$ cat config.mk
export PLATFORM = sky130hd
export DESIGN_NAME = ltc_lin_ctl
export DESIGN_NICKNAME = d
export VERILOG_FILES = /design/src/pkg/ltc_pkg.sv /design/src/core/ltc_tmr.sv /design/src/core/ltc_fifo.sv /design/src/core/ltc_lin_ctl.sv
export SDC_FILE = /design/constraint.sdc
export NUM_CORES = 1
export LEC_CHECK = 0
export BUFFER_PORTS_ARGS = -buffer_cell sky130_fd_sc_hd__buf_2
export CAP_MARGIN = 0
export CORE_ASPECT_RATIO = 0.5
export CORE_UTILIZATION = 60
export DETAILED_ROUTE_END_ITERATION = 16
export PLACE_DENSITY = 0.89
export REMOVE_ABC_BUFFERS = 1
export SLEW_MARGIN = 5
export SYNTH_ARGS = -nofsm -noshare
export SYNTH_HDL_FRONTEND = slang
export SYNTH_SLANG_ARGS = --single-unit
export TNS_END_PERCENT = 1
$ cat constraint.sdc
create_clock -name core_clk -period 18.38 [get_ports core_clk]
set_clock_uncertainty 0.05 [all_clocks]
set_input_delay 2.757 -clock core_clk [delete_from_list [all_inputs] [get_ports core_clk]]
set_output_delay 2.757 -clock core_clk [all_outputs]
set_load 0.02 [all_outputs]
$ cat src/pkg/ltc_pkg.sv
// Shared constants and carrier types for the transceiver mode and wake control
// Assumes one 100 MHz core clock and no register bus
`default_nettype none

package ltc_pkg;

  // Core clock rate
  localparam int CLK_MHZ = 100;

  // Bus wake filter, least dominant time
  localparam int WAKE_FILT_US  = 30;
  localparam int WAKE_FILT_CYC = WAKE_FILT_US * CLK_MHZ;

  // Enabling time after entering normal mode
  localparam int EN_TIME_US  = 10;
  localparam int EN_TIME_CYC = EN_TIME_US * CLK_MHZ;

  // Transmit and bus dominant time-outs
  localparam int TXD_TO_US  = 6000;
  localparam int TXD_TO_CYC = TXD_TO_US * CLK_MHZ;
  localparam int BUS_TO_US  = 6000;
  localparam int BUS_TO_CYC = BUS_TO_US * CLK_MHZ;

  // Timer width and event queue depth
  localparam int TMR_W     = 20;
  localparam int EVT_DEPTH = 8;

  // Transceiver mode field encodings
  typedef enum logic [1:0] {
    MODE_OFF  = 2'h0,
    MODE_WAKE = 2'h1,
    MODE_RXO  = 2'h2,
    MODE_NORM = 2'h3
  } ltc_mode_t;

  // System modes, one-hot
  typedef enum logic [4:0] {
    SYS_NORMAL   = 5'h01,
    SYS_STOP     = 5'h02,
    SYS_SLEEP    = 5'h04,
    SYS_RESTART  = 5'h08,
    SYS_FAILSAFE = 5'h10
  } ltc_sys_t;

  // Shared slope settings
  typedef struct packed {
    logic flash_bypass;
    logic low_slope;
  } ltc_cfg_t;

  localparam ltc_cfg_t CFG_RST = '{flash_bypass: 1'h0, low_slope: 1'h0};

  // Wake event record
  typedef struct packed {
    logic [1:0] chan;
    ltc_sys_t   sys;
  } ltc_evt_t;

endpackage

`default_nettype wire

$ cat src/core/ltc_tmr.sv
// Saturating dwell timer: counts while run is high, clears when it drops
// Assumes synchronous run input and asynchronous active-high reset
`default_nettype none

module ltc_tmr #(
  parameter int W     = 20,
  parameter int LIMIT = 3000
) (
  input  wire logic core_clk,
  input  wire logic sys_rst,
  input  wire logic run,
  output logic      done
);

  logic [W-1:0] cnt;

  if (LIMIT < 1 || LIMIT >= (2 ** W)) begin : g_chk
    $error("Timer limit does not fit the counter");
  end

  // Count dwell cycles, hold at the limit
  always_ff @(posedge core_clk or posedge sys_rst) begin
    if (sys_rst) begin
      cnt <= '0;
    end else if (!run) begin
      cnt <= '0;
    end else if (cnt != W'(LIMIT)) begin
      cnt <= cnt + 1'h1;
    end
  end

  // Stays high one cycle past run so an ending edge can still see it
  assign done = (cnt == W'(LIMIT));

endmodule

`default_nettype wire

$ cat src/core/ltc_fifo.sv
// Shift-register FIFO; head word and valid come straight from flip-flops
// Assumes one clock; pop and push may fall in the same cycle
`default_nettype none

module ltc_fifo #(
  parameter int W     = 8,
  parameter int DEPTH = 8
) (
  input  wire logic         core_clk,
  input  wire logic         sys_rst,
  input  wire logic         in_valid,
  output logic              in_ready,
  input  wire logic [W-1:0] in_data,
  output logic              out_valid,
  input  wire logic         out_ready,
  output logic [W-1:0]      out_data
);

  logic [W-1:0]     mem [DEPTH];
  logic [DEPTH-1:0] vld;
  logic [DEPTH-1:0] shv;
  logic [DEPTH-1:0] wsel;
  logic             pop;
  logic             push;

  if (DEPTH < 2 || W < 1) begin : g_chk
    $error("FIFO needs at least two slots");
  end

  assign pop       = vld[0] & out_ready;
  assign push      = in_valid & in_ready;
  assign in_ready  = ~vld[DEPTH-1];
  assign out_valid = vld[0];
  assign out_data  = mem[0];

  // Occupancy after the shift, and the first free slot
  assign shv  = pop ? (vld >> 1) : vld;
  assign wsel = push ? (~shv & {shv[DEPTH-2:0], 1'h1}) : '0;

  always_ff @(posedge core_clk or posedge sys_rst) begin
    if (sys_rst) begin
      vld <= '0;
    end else begin
      vld <= shv | wsel;
    end
  end

  // Storage shifts toward the head on pop
  always_ff @(posedge core_clk) begin
    for (int k = 0; k < DEPTH; k++) begin
      if (wsel[k]) begin
        mem[k] <= in_data;
      end else if (pop) begin
        mem[k] <= mem[(k + 1) % DEPTH];
      end
    end
  end

endmodule

`default_nettype wire

$ cat src/core/ltc_lin_ctl.sv
// Mode, enabling, wake and fault control of two single-wire bus transceivers
// Assumes synchronous inputs, bus_level high = recessive, tx input high = recessive
//
// Function
// - Power-up enters off; off selectable always, silent
// - Off mode ignores bus wake activity entirely
// - Normal mode only in system normal/stop
// - Early dominant suppressed; next fresh dominant sent
// - Receive-only: driver off, receiver on, normal/stop
// - Wake mode by command; forced on fail-safe
// - Wake: falling edge, long dominant, rising edge
// - Wake drives receive low until mode changes
// - Mode field keeps wake encoding after wake
// - Toggling mode away and back re-arms
// - Entering stop, sleep, fail-safe re-arms wake
// - Stop/normal wake: interrupt, status bit, receive low
// - Stop wake enables disabled watchdog when configured
// - Sleep wake: restart, status, no interrupt
// - Restart/fail-safe wake: restart mode, no interrupt
// - Transmit time-out disables driver, sets failure flag
// - Driver returns when transmit leaves dominant
// - Long bus dominant sets failure flag
// - Undervoltage disables driver and receiver, keeps config
// - Default normal slope; low-slope bit changes slope
// - Slope applies at chip select rise; normal only
// - Flash bit bypasses slope, applies at select rise
`default_nettype none

module ltc_lin_ctl #(
  parameter int TXD_TO_CYCLES = ltc_pkg::TXD_TO_CYC,
  parameter int BUS_TO_CYCLES = ltc_pkg::BUS_TO_CYC
) (
  input  wire logic               core_clk,
  input  wire logic               sys_rst,
  input  wire ltc_pkg::ltc_sys_t  sys_mode,
  input  wire logic [1:0]         mode_wr,
  input  wire ltc_pkg::ltc_mode_t mode_wr_data,
  input  wire logic [1:0]         lin_tx_input,
  input  wire logic [1:0]         bus_level,
  input  wire logic               supply_uv,
  input  wire logic [1:0]         fail_clr,
  input  wire logic [1:0]         wake_status_clr,
  input  wire logic               int_clr,
  input  wire logic               watchdog_on_bus_wake,
  input  wire logic               wd_enabled,
  input  wire logic               cfg_wr,
  input  wire ltc_pkg::ltc_cfg_t  cfg_wr_data,
  input  wire logic               spi_chip_select_n,
  input  wire logic               evt_ready,
  output var ltc_pkg::ltc_mode_t  first_transceiver_mode_field,
  output var ltc_pkg::ltc_mode_t  second_transceiver_mode_field,
  output logic                    first_transceiver_failure_flag,
  output logic                    second_transceiver_failure_flag,
  output logic [1:0]              rx_out,
  output logic [1:0]              bus_drive_dom,
  output logic [1:0]              wake_source_status,
  output logic                    int_n,
  output logic                    restart_req,
  output logic                    wd_enable_req,
  output var ltc_pkg::ltc_cfg_t   slope_cfg,
  output logic                    evt_valid,
  output var ltc_pkg::ltc_evt_t   evt_data
);

  import ltc_pkg::*;

  ltc_mode_t  mode_q [2];
  logic [1:0] fail_q;
  logic [1:0] wake_p;
  logic       any_wake;
  ltc_sys_t   sys_prev;
  logic       sys_entry;
  logic       rearm_sys;
  logic       fs_entry;
  logic       run_sys;
  logic       cs_prev;
  ltc_cfg_t   cfg_stage;
  logic [1:0] pend_mask;
  ltc_sys_t   pend_sys;
  logic       fifo_in_ready;
  logic       evt_push;
  ltc_evt_t   evt_in;

  if (TXD_TO_CYCLES < 1 || TXD_TO_CYCLES >= (2 ** TMR_W)) begin : g_chk_tx
    $error("Transmit time-out does not fit the timer");
  end
  if (BUS_TO_CYCLES < 1 || BUS_TO_CYCLES >= (2 ** TMR_W)) begin : g_chk_bus
    $error("Bus time-out does not fit the timer");
  end

  // Which modes a command may select in the present system mode
  function automatic logic mode_ok(ltc_mode_t m, ltc_sys_t s);
    logic act_sys;
    act_sys = (s == SYS_NORMAL) || (s == SYS_STOP);
    case (m)
      MODE_OFF:  mode_ok = 1'h1;
      MODE_WAKE: mode_ok = (s != SYS_FAILSAFE);
      default:   mode_ok = act_sys;
    endcase
  endfunction

  assign first_transceiver_mode_field    = mode_q[0];
  assign second_transceiver_mode_field   = mode_q[1];
  assign first_transceiver_failure_flag  = fail_q[0];
  assign second_transceiver_failure_flag = fail_q[1];

  // System mode tracking
  assign sys_entry = (sys_mode != sys_prev);
  assign rearm_sys = sys_entry && (sys_mode == SYS_STOP || sys_mode == SYS_SLEEP ||
                                   sys_mode == SYS_FAILSAFE);
  assign fs_entry  = sys_entry && (sys_mode == SYS_FAILSAFE);
  assign run_sys   = (sys_mode == SYS_NORMAL) || (sys_mode == SYS_STOP);
  assign any_wake  = |wake_p;

  always_ff @(posedge core_clk or posedge sys_rst) begin
    if (sys_rst) begin
      sys_prev <= SYS_NORMAL;
    end else begin
      sys_prev <= sys_mode;
    end
  end

  // Per-transceiver logic
  for (genvar g = 0; g < 2; g++) begin : g_ch
    ltc_mode_t next_mode;
    logic      bus_dom;
    logic      tx_dom;
    logic      bus_prev;
    logic      fall_seen;
    logic      armed;
    logic      woke;
    logic      tx_blk;
    logic      to_blk;
    logic      is_norm;
    logic      is_rxo;
    logic      is_wake;
    logic      rx_act;
    logic      en_done;
    logic      wk_done;
    logic      to_done;
    logic      bus_done;

    assign bus_dom = ~bus_level[g];
    assign tx_dom  = ~lin_tx_input[g];
    assign is_norm = (mode_q[g] == MODE_NORM);
    assign is_rxo  = (mode_q[g] == MODE_RXO);
    assign is_wake = (mode_q[g] == MODE_WAKE);
    assign rx_act  = (is_norm || is_rxo) && !supply_uv;

    // Mode selection; a command wins over the fail-safe entry
    always_comb begin
      next_mode = mode_q[g];
      if (mode_wr[g] && mode_ok(mode_wr_data, sys_mode)) begin
        next_mode = mode_wr_data;
      end else if (fs_entry) begin
        next_mode = MODE_WAKE;
      end
    end

    always_ff @(posedge core_clk or posedge sys_rst) begin
      if (sys_rst) begin
        mode_q[g] <= MODE_OFF;
      end else begin
        mode_q[g] <= next_mode;
      end
    end

    ltc_tmr #(.W(TMR_W), .LIMIT(EN_TIME_CYC)) u_en (
      .core_clk (core_clk),
      .sys_rst  (sys_rst),
      .run      (is_norm),
      .done     (en_done)
    );

    ltc_tmr #(.W(TMR_W), .LIMIT(WAKE_FILT_CYC)) u_wk (
      .core_clk (core_clk),
      .sys_rst  (sys_rst),
      .run      (is_wake && armed && fall_seen && bus_dom && !supply_uv),
      .done     (wk_done)
    );

    ltc_tmr #(.W(TMR_W), .LIMIT(TXD_TO_CYCLES)) u_to (
      .core_clk (core_clk),
      .sys_rst  (sys_rst),
      .run      (is_norm && tx_dom),
      .done     (to_done)
    );

    ltc_tmr #(.W(TMR_W), .LIMIT(BUS_TO_CYCLES)) u_bus (
      .core_clk (core_clk),
      .sys_rst  (sys_rst),
      .run      (rx_act && bus_dom),
      .done     (bus_done)
    );

    // Wake fires on the rising edge after a filtered dominant phase
    assign wake_p[g] = is_wake && armed && bus_prev && !bus_dom && wk_done &&
                       !supply_uv;

    // Wake detector state
    always_ff @(posedge core_clk or posedge sys_rst) begin
      if (sys_rst) begin
        bus_prev  <= 1'h0;
        fall_seen <= 1'h0;
        armed     <= 1'h0;
        woke      <= 1'h0;
      end else begin
        bus_prev  <= bus_dom;
        fall_seen <= bus_dom && (fall_seen || !bus_prev);
        if (wake_p[g]) begin
          armed <= 1'h0;
        end else if ((next_mode == MODE_WAKE && mode_q[g] != MODE_WAKE) || rearm_sys) begin
          armed <= 1'h1;
        end
        woke <= wake_p[g] || (woke && next_mode == MODE_WAKE);
      end
    end

    // Enabling hold-off and transmit time-out
    always_ff @(posedge core_clk or posedge sys_rst) begin
      if (sys_rst) begin
        tx_blk <= 1'h1;
        to_blk <= 1'h0;
      end else begin
        tx_blk <= !is_norm || (tx_blk && !(en_done && !tx_dom));
        to_blk <= tx_dom && (to_blk || to_done);
      end
    end

    // Failure flag; a new fault wins over the clear
    always_ff @(posedge core_clk or posedge sys_rst) begin
      if (sys_rst) begin
        fail_q[g] <= 1'h0;
      end else begin
        fail_q[g] <= to_done || bus_done || (fail_q[g] && !fail_clr[g]);
      end
    end

    // Bus driver and receive output
    always_ff @(posedge core_clk or posedge sys_rst) begin
      if (sys_rst) begin
        bus_drive_dom[g] <= 1'h0;
        rx_out[g]        <= 1'h1;
      end else begin
        bus_drive_dom[g] <= is_norm && !supply_uv && !tx_blk && !to_blk && tx_dom;
        if (woke || wake_p[g]) begin
          rx_out[g] <= 1'h0;
        end else if (rx_act) begin
          rx_out[g] <= bus_level[g];
        end else begin
          rx_out[g] <= 1'h1;
        end
      end
    end

  end

  // Wake reporting to the system
  always_ff @(posedge core_clk or posedge sys_rst) begin
    if (sys_rst) begin
      wake_source_status <= '0;
    end else begin
      wake_source_status <= wake_p | (wake_source_status & ~wake_status_clr);
    end
  end

  always_ff @(posedge core_clk or posedge sys_rst) begin
    if (sys_rst) begin
      int_n <= 1'h1;
    end else if (any_wake && run_sys) begin
      int_n <= 1'h0;
    end else if (int_clr) begin
      int_n <= 1'h1;
    end
  end

  always_ff @(posedge core_clk or posedge sys_rst) begin
    if (sys_rst) begin
      restart_req   <= 1'h0;
      wd_enable_req <= 1'h0;
    end else begin
      restart_req   <= any_wake && !run_sys;
      wd_enable_req <= any_wake && sys_mode == SYS_STOP && watchdog_on_bus_wake &&
                       !wd_enabled;
    end
  end

  // Slope settings staged in normal mode, applied on chip select rise
  always_ff @(posedge core_clk or posedge sys_rst) begin
    if (sys_rst) begin
      cs_prev   <= 1'h1;
      cfg_stage <= CFG_RST;
      slope_cfg <= CFG_RST;
    end else begin
      cs_prev <= spi_chip_select_n;
      if (cfg_wr && sys_mode == SYS_NORMAL) begin
        cfg_stage <= cfg_wr_data;
      end
      if (spi_chip_select_n && !cs_prev) begin
        slope_cfg <= cfg_stage;
      end
    end
  end

  // Wake events wait here while the queue is full
  assign evt_push = |pend_mask && fifo_in_ready;
  assign evt_in   = '{chan: pend_mask, sys: pend_sys};

  always_ff @(posedge core_clk or posedge sys_rst) begin
    if (sys_rst) begin
      pend_mask <= '0;
      pend_sys  <= SYS_NORMAL;
    end else begin
      pend_mask <= (evt_push ? 2'h0 : pend_mask) | wake_p;
      if (any_wake) begin
        pend_sys <= sys_mode;
      end
    end
  end

  ltc_fifo #(.W($bits(ltc_evt_t)), .DEPTH(EVT_DEPTH)) u_evt (
    .core_clk  (core_clk),
    .sys_rst   (sys_rst),
    .in_valid  (|pend_mask),
    .in_ready  (fifo_in_ready),
    .in_data   (evt_in),
    .out_valid (evt_valid),
    .out_ready (evt_ready),
    .out_data  (evt_data)
  );
endmodule

`default_nettype wire

=== After elaboration in Yosys (flattened, before gate mapping) ===
Memories as Yosys holds them, arrays and structs flattened.
Cells that the tools add are included.

* Register bits: 212
* Bits in latches: 0
* Memory bits (writable): 56
* Bits in read-only memories: 0
* Input port bits: 28
* Output and inout bits: 25
* Word-level logic and storage cells: 287
* Memories: 1

* Add/subtract/negate cells: 8
* Multipliers: 0
* Div/mod/pow operators: 0
* Magnitude comparators: 0
* Equal/unequal tests: 41
* Shift-type cells: 0
* Multiplexer cells: 75
* Bitwise operators: 22
* Reductions and logical operators: 99

{| class="wikitable"
|+ Memory list
! memory !! words !! width !! read ports !! clocked after memory_dff !! write ports !! RTL line !! RTL
|-
| u_evt.mem || 8 || 7 || 8 || 0 || 8 || ltc_fifo.sv:19 || <nowiki>logic [W-1:0] mem [DEPTH];</nowiki>
|}

{| class="wikitable"
|+ Operators by type and width
! cell !! count
|-
| 2-to-1 mux 20 bit || 16
|-
| adder 20 x 1 -> 20 bit (second input constant) || 8
|-
| == test 20 bit (second input constant) || 4
|-
| != test 20 bit (second input constant) || 4
|-
| logical AND 1 bit || 56
|-
| 2-to-1 mux 7 bit || 8
|-
| 2-to-1 mux 1 bit || 43
|-
| == test 20 x 10 -> 1 bit (second input constant) || 2
|-
| == test 20 x 12 -> 1 bit (second input constant) || 2
|-
| != test 20 x 10 -> 1 bit (second input constant) || 2
|-
| != test 20 x 12 -> 1 bit (second input constant) || 2
|-
| logical OR 1 bit || 21
|-
| zero test 1 bit || 16
|-
| 2-to-1 mux 8 bit || 2
|-
| != test 2 bit (second input constant) || 6
|-
| == test 2 x 1 -> 1 bit (second input constant) || 5
|-
| 2-to-1 mux 2 bit || 5
|-
| AND 8 bit || 1
|-
| == test 2 bit (second input constant) || 4
|-
| != test 2 x 1 -> 1 bit (second input constant) || 4
|-
| inverter 8 bit || 1
|-
| bitwise OR 1 bit || 8
|-
| bitwise OR 8 bit || 1
|-
| nonzero test 2 bit || 3
|-
| 14 further kinds || 21
|}

=== Logic depth before layout (Yosys ltp) ===
Gate-level depths: netlist of run 1.

* Depth in word-level cells: 10
* Gate-level depth with buffers: 7
* Mapped depth without buffers: 7

=== Modules after synthesis ===
A second synthesis of run 1 with hierarchy kept.

* Cell total of the unflattened synthesis: 1275
* Area, all modules: 13625.6 µm²

{| class="wikitable"
|+ By module, submodules not included
! module !! instances !! cells an instance !! area an instance (µm²) !! seq. area each (µm²)
|-
| ltc_tmr (g_ch[0].u_bus ...) || 4 || 115 || 1098.6 || 500.5
|-
| ltc_fifo || 1 || 200 || 2976.6 || 1881.8
|-
| ltc_tmr (g_ch[0].u_wk ...) || 2 || 110 || 1107.3 || 500.5
|-
| ltc_tmr (g_ch[0].u_en ...) || 2 || 115 || 1068.5 || 500.5
|-
| ltc_lin_ctl || 1 || 165 || 1903.1 || 1111.1
|}

=== Worst setup path after synthesis of run 1 ===
Ideal clock, no wire load.

* Kind: in2reg
* Start point: in evt_ready
* End point: mem u_evt.mem[0][14] (netlist bit), data pin
* Library setup time: 0.260 ns
* Arrival: 3.745 ns
* Data required time: 18.070 ns
* Slack: 14.325 ns
* Stages on the path: 4
* Buffers on the path: 1
* Path through: and2_0 buf_1 nand2_1 mux2_2

{| class="wikitable"
|+ RTL lines
! item !! RTL line !! RTL
|-
| start, declared || ltc_lin_ctl.sv:49 || <nowiki>input wire logic evt_ready,</nowiki>
|-
| end, declared || ltc_fifo.sv:19 ||
|}

==> impl_metrics.toml, run 1 <==
[pwr]
power.density_nw_per_um2 = 83.5
pwr-share-clk_pct = 42.4
power_frac_seq_pct = 53.9
ir_drop_v = 0.0000549
switching_power_w = 0.000257
internal-power_w = 0.000905
swShare_pct = 22.1
combPwrFrac_pct = 3.6
power.leakage_nw = 5.69

[cts]
cts_buffers = 24
hold_buffers = 0
path_clk_slew_ns = 0.06
cts_resized = 0
cts_tree = "done"
cts_buffer_depth = 3
clk_latency_ns = 0.52
cts_setup_buffers = 0
cts-root-buf = "clkbuf_16"
htreeDepth = 1
cts_sinks = 268

[sta]
drv_slew = 0
min_period_ns = 4.32
slew_headroom_pct = 29.8
finalCritPeriodShare_pct = 23.5
final_hold_viol_count = 0
max_freq_mhz = 232
worst_slew_pin_slew_ns = 1.05
rsz0062_at_grt = "no"
finalSetupTns_ns = 0
setup_viol = 0

[synthesis]
synth_top_area_share_pct = 40.2
ys_seq_area_share_pct = 55.2
yosys_warnings = 0
yosysMostFrequentCell = "dfrtp_1"
syn_area_sq_um = 12700
synth-edff-count = 56
synth_area_leader_cell = "dfrtp_1"
synth-seq-cells = 268
yosys_most_used_dff = "dfrtp_1"
synth-async-reset-ratio_pct = 79.1
yosys-top-cells-area = "dfrtp_1 (40%), edfxtp_1 (13%), xor2_1 (6.9%), nor2_1 (5.2%), mux2_2 (5.1%)"
synth_cells = 1193
syn_area_per_cell_sq_um = 10.6
yosysUniqueCellTypes = 61
ys_top_cells_by_count = "dfrtp_1 (204), nor2_1 (175), xor2_1 (100)"

[critical_path]
cp_max_fo = 21
slowest_delay_ns = 0.82
worst_ep_arrival_time_ns = 4.53
path_cells = "buf_2 > and2_0 > nand2_1 > mux2_2"
slowest_stage = "and2_0"
end_kind = "flop"
required_ns = 18.59
crit_type = "primary input to flop"
critPathLaunchType = "primary input"

[min_path]
hold_class = "flop to flop"

[route]
wl_per_cell_microns = 17.1
post_drt_via_cell_ratio = 5.92
vias = 9033
dr_wl_met2_mm = 13.3
ant_nets = 0
first_iter_violations = 839
dr.max_layer_used = "met4"
wl_met1_mm = 10.9
wirelength_mm = 26.0
drc = 0
wl_met3_mm = 1.13
drtPass1Iterations = 7

[final_layout]
drive_gt1_share_pct = 13.8
antenna_cells = 0
nFillCells = 1420
fin_nets = 1278
final_cells = 1525
syn_to_final_growth_pct = 9.56

[floorplan]
die-height_microns = 105
io_pins = 53
core_region_area_sq_um = 20600
die_w_microns = 208
rows = 37
initial_core_util_pct = 61.4
dieArea_sq_um = 21800

[global_routing]
grt_pass1_vias = 9026
grt_usage_pct = 24.3
grt_pass1_wl_mm = 43.4
grt_max_degree = 130
grt_overflow_total = 0
antenna_found_initial = 0

[placed_design]
hpwl_mm = 17.0
place_inst = 1481
portBuffers = 52
place.gp.congestion = 0.874

[outcome]
status = "finished, final reports clean"

[flow_run]
cap_violations = 0
critical path, delay by kind of cell:
kind | cells | cell delay, ns
and+or+nand+nor | 2 | 1.26
muxes | 1 | 0.40
buffers and inverters | 1 | 0.11
power by group through the flow:
stage,logic (W),clock network [W],registers [W]
global route,0.0000475,0.000519,0.000627
global placement,0.0000398,0,0.000636
CTS,0.0000428,0.000496,0.000625
detailed placement,0.0000424,0,0.000637
finish,0.0000423,0.000493,0.000626
floorplan,0.0000253,0,0.000636
metrics by stage:
stage | setup WS [ns] | hold WS (ns) | utilization [%] | cell area, sq um | power, W
after detailed placement | 13.54 | 0.336 | 63.6 | 13100 | 0.000679
after floorplan | 9.79 | 0.317 | - | 12500 | 0.000661
after CTS | 14.09 | 0.347 | 67.3 | 13900 | 0.00116
after global placement | 13.61 | 0.342 | 63.6 | 13100 | 0.000676
final | 14.06 | 0.339 | 67.3 | 13900 | 0.00116
after global routing | 13.90 | 0.358 | 67.3 | 13900 | 0.00119
layer usage:
layer,global-route usage (%),vias to the layer above
li1,-,4212
met1,31.7,4504
met2,43.0,259
met3,3.10,58
met4,6.83,0
met5,0,-
final timing paths:
check                                            start                                to  slack (ns)  depth (start not counted)
worst max register to register  u_evt.vld[0]$_DFF_PP0_        u_evt.mem[0][17]$_DFFE_PP_       15.90                          3
worst min-delay path            g_ch[1].woke$_DFF_PP0_               rx_out[1]$_DFF_PP1_        0.34                          1
min in group asynchronous                      sys_rst  g_ch[1].u_bus.cnt[4]$_DFFE_PP0P_        2.36                          2
worst max-delay path                         evt_ready        u_evt.mem[0][17]$_DFFE_PP_       14.06                          4
worst min register to register  g_ch[1].woke$_DFF_PP0_               rx_out[1]$_DFF_PP1_        0.34                          1
max in group asynchronous                      sys_rst   g_ch[0].u_wk.cnt[3]$_DFFE_PP0P_       14.40                          3
cells by family after synthesis:
logic type                 Yosys count  synth area share (%)
muxes                               66                  5.78
DFF                                268                  55.2
and+or+nand+nor                    532                  21.1
AOI/OAI and AO/OA                   85                  3.96
xor gates and xnor gates           140                  9.67
buffers and inverters               86                  2.78
adders and majority gates           16                  1.58
final cells by class:
type,count,area [sq um],area share (%)
flip-flops and latches,268,7000,50.3
multi-input cells,839,5340,38.4
clock buffers,33,686,4.93
well taps,273,342,2.46
repair buffers,53,268,1.93
inverters,48,188,1.35
clock inverters,11,82.6,0.594
cell usage in the layout, fill, tap and decap left out, types with 4 or more instances in the layout:
cell / instances
nor4_1: 19
nor2_1: 175
xor2_1: 100
or3_1: 21
edfxtp_1: 56
mux2_2: 58
nor2b_1: 4
nand3_1: 61
nand3b_1: 5
dfrtp_1: 204
clkbuf_1: 5
dfstp_2: 8
nor4b_1: 6
xnor2_1: 40
nand2_1: 99
a21oi_1: 28
nand4_1: 40
and2_1: 4
ha_1: 16
and3_1: 20
nand2b_1: 7
mux2i_1: 8
or2_2: 4
and4_1: 13
nor3_1: 26
buf_2: 52
a222oi_1: 5
o21ai_0: 36
clkinv_1: 4
inv_1: 47
clkbuf_16: 25
a22oi_1: 4
registers in the layout (all words and copies together) (netlist names), 5 cells and up:
signal	count
g_ch.u_to.cnt	40
sys_prev	5
pend_sys	5
g_ch.u_wk.cnt	40
u_evt.mem	56
u_evt.vld	8
g_ch.u_en.cnt	40
g_ch.u_bus.cnt	40
(Power assumes the default switching activity.)
==> run 2, diff against run 1 <==
--- a/config.mk
+++ b/config.mk
@@ -5,12 +5,13 @@
 export SDC_FILE = /design/constraint.sdc
 export NUM_CORES = 1
 export LEC_CHECK = 0
+export ABC_AREA = 1
 export BUFFER_PORTS_ARGS = -buffer_cell sky130_fd_sc_hd__buf_2
 export CAP_MARGIN = 0
 export CORE_ASPECT_RATIO = 0.5
-export CORE_UTILIZATION = 60
+export CORE_UTILIZATION = 56
 export DETAILED_ROUTE_END_ITERATION = 16
-export PLACE_DENSITY = 0.89
+export PLACE_DENSITY = 0.87
 export REMOVE_ABC_BUFFERS = 1
 export SLEW_MARGIN = 5
 export SYNTH_ARGS = -nofsm -noshare
==> constraint.sdc (replaced) <==
create_clock -name core_clk -period 3.54 [get_ports core_clk]
set_clock_uncertainty 0.05 [all_clocks]
set_input_delay 0.531 -clock core_clk [delete_from_list [all_inputs] [get_ports core_clk]]
set_output_delay 0.531 -clock core_clk [all_outputs]
set_load 0.02 [all_outputs]
==> run 2 against run 1 <==
Via count rose by 16%. Final area grew 5.9%. Largest cell class unchanged. Largest power group unchanged. Synthesized cell count is 27% higher. The flow now finishes with violations (design-rule violations).
==> impl_metrics.toml, run 2 <==
[outcome]
status = "finished, violations left"
violations = "design-rule violations"

[critical_path]
slowest_stage = "nor2_1"
end_kind = "flop"
critPathBufInv = 1
crit_type = "flop to flop"
regToRegStartpoint = "second_transceiver_mode_field[0]$_DFF_PP0_"
startpoint = "second_transceiver_mode_field[0]$_DFF_PP0_"
required_ns = 3.95
crit_family = "simple AND/OR/NAND/NOR gates"
cp_max_fo = 13
slowest_delay_ns = 0.71
critPathLaunchType = "flop"
worst_ep_arrival_time_ns = 2.74
path_cells = "nand2_1 > nor2_1 > clkinv_1 > nor2_1 > nand2_1 > o21ai_0"

[sta]
slew_headroom_pct = 44.0
max_freq_mhz = 428
rsz0062_at_grt = "no"
finalCritPeriodShare_pct = 66.1
setup_viol = 0
final_hold_viol_count = 0
min_period_ns = 2.34
worst_slew_pin_slew_ns = 0.837
drv_slew = 0

[cts]
cts_buffer_depth = 3
hold_buffers = 0
clk_latency_ns = 0.54
cts_tree = "done"
htreeDepth = 1
path_clk_slew_ns = 0.07
cts_setup_buffers = 0
cts_sinks = 268
cts-root-buf = "clkbuf_16"
cts_resized = 0
cts_buffers = 24

[route]
wl_met1_mm = 11.9
wirelength_mm = 27.4
drc = 2
drtPass1Iterations = 12
ant_nets = 0
post_drt_via_cell_ratio = 5.53
dr_wl_met2_mm = 13.5
wl_per_cell_microns = 14.4
dr.max_layer_used = "met5"
first_iter_violations = 945
wl_met3_mm = 1.19
vias = 10500

[placed_design]
hpwl_mm = 18.8
place.gp.congestion = 0.845
place_inst = 1858
portBuffers = 52

[synthesis]
yosysUniqueCellTypes = 48
synth_top_area_share_pct = 38.5
muxShareOfSynthArea_pct = 2.97
synthXorXnorAreaFrac_pct = 1.25
ys_seq_area_share_pct = 52.7
synth_cells = 1512
yosys_most_used_dff = "dfrtp_1"
synth_area_leader_cell = "dfrtp_1"
yosys_warnings = 0
yosysMostFrequentCell = "nand2_1"
synth_top_family_by_area = "simple AND/OR/NAND/NOR gates"
synth_compound_area_share_pct = 10.6
synthSimpleGateAreaFrac_pct = 23.5
syn_area_sq_um = 13300
yosys-top-cells-area = "dfrtp_1 (38%), edfxtp_1 (13%), nand2_1 (6.8%), inv_1 (6.2%), a21oi_1 (4.5%)"
synth-async-reset-ratio_pct = 79.1
syn_area_per_cell_sq_um = 8.77
synth-edff-count = 56
synth-seq-cells = 268
synth_fa_ha_area_share_pct = 1.51
ys_top_cells_by_count = "nand2_1 (242), inv_1 (219), dfrtp_1 (204)"

[pwr]
power.density_nw_per_um2 = 429
power_w = 0.00631
ir_drop_v = 0.000309
power.leakage_nw = 6.45

[final_layout]
final_cell_mix = "nand2_1 (242), inv_1 (218), dfrtp_1 (204)"
final_common_cell = "nand2_1"
drive_gt1_share_pct = 13.7
fin_nets = 1621
syn_to_final_growth_pct = 10.9
largest_reg_flops = 56
nFillCells = 1735
final_cells = 1902
largest_register = "u_evt.mem"
antenna_cells = 0

[min_path]
hold_class = "primary input to flop"
hp-start = "spi_chip_select_n"

[floorplan]
rows = 39
die-height_microns = 111
dieArea_sq_um = 24300
initial_core_util_pct = 57.6
io_pins = 53
core_region_area_sq_um = 23000
die_w_microns = 220

[global_routing]
grt_pass1_wl_mm = 47.0
grt_usage_pct = 23.3
grt_pass1_vias = 10200
grt_max_degree = 109
antenna_found_initial = 1
grt_overflow_total = 0

[flow_run]
cap_violations = 0
## run 2: changes by cell type in the layout (fill, tap and decap cells not counted), sizes merged, moves of 13 or more
cell,previous run,this run
inv,48,226
nand2,100,257
a21oi,28,119
xor2,100,15
o21ai,37,111
xnor2,40,4
nand3,63,98
nor3,27,62
mux2,58,35
or3,22,0
and3,21,4
and4,13,0
## run 2: kinds of logic after synthesis
group,after synthesis
compound gates,260
fa+ha+maj,16
simple gates,664
flops,268
buf+inv,250
xor+xnor,19
mux,35
## run 2: final timing paths
| check | endpoint | slack [ns] | cells past startpoint |
|---|---|---|---|
| setup / recovery | g_ch[1].u_to.cnt[1]$_DFFE_PP0P_ | 1.20 | 6 |
| hold / removal | cs_prev$_DFF_PP1_ | 0.06 | 1 |
| setup reg to reg | g_ch[1].u_to.cnt[1]$_DFFE_PP0P_ | 1.20 | 6 |
| hold reg to reg | g_ch[0].fall_seen$_DFF_PP0_ | 0.38 | 1 |
| max in group asynchronous | g_ch[1].tx_blk$_DFF_PP1_ | 2.46 | 3 |
| min in group asynchronous | g_ch[0].u_bus.cnt[5]$_DFFE_PP0P_ | 0.08 | 2 |
## run 2: final cells by class
class                           instances  area [sq um]  area share [%]
Clock inverter                         11           139           0.944
Timing Repair Buffer                   60           333            2.26
Inverter                              229           867            5.89
Clock buffer                           33           707            4.81
Sequential cell                       268          7000            47.6
Tap cell                              307           384            2.61
Multi-Input combinational cell        994          5290            35.9
## run 2: power by group
group | switching [W] | internal (W) | total (W)
logic | 0.000197 | 0.0000814 | 0.000279
clock network | 0.00118 | 0.00163 | 0.00280
registers | 0.0000353 | 0.00319 | 0.00323
## run 2: metrics by stage
| step | cell area, sq um | hold slack [ns] | util, % | worst slack [ns] | setup TNS (ns) |
|---|---|---|---|---|---|
| finish | 14700 | 0.0644 | 63.9 | 1.20 | 0 |
| global route | 14700 | 0.0592 | 63.9 | 0.966 | 0 |
| CTS | 14700 | 0.0498 | 63.9 | 1.28 | 0 |
| detailed placement | 13900 | 0.363 | 60.2 | 1.22 | 0 |
| global placement | 13900 | 0.364 | 60.2 | 1.29 | 0 |
| floorplan | 13100 | 0.327 | - | -2.82 | -585.26 |
## run 2: metal layers
metal	vias up	GRT usage (%)
met3	65	3.43
met2	271	39.9
met4	2	7.36
met1	5026	30.4
met5	-	0
li1	5158	-
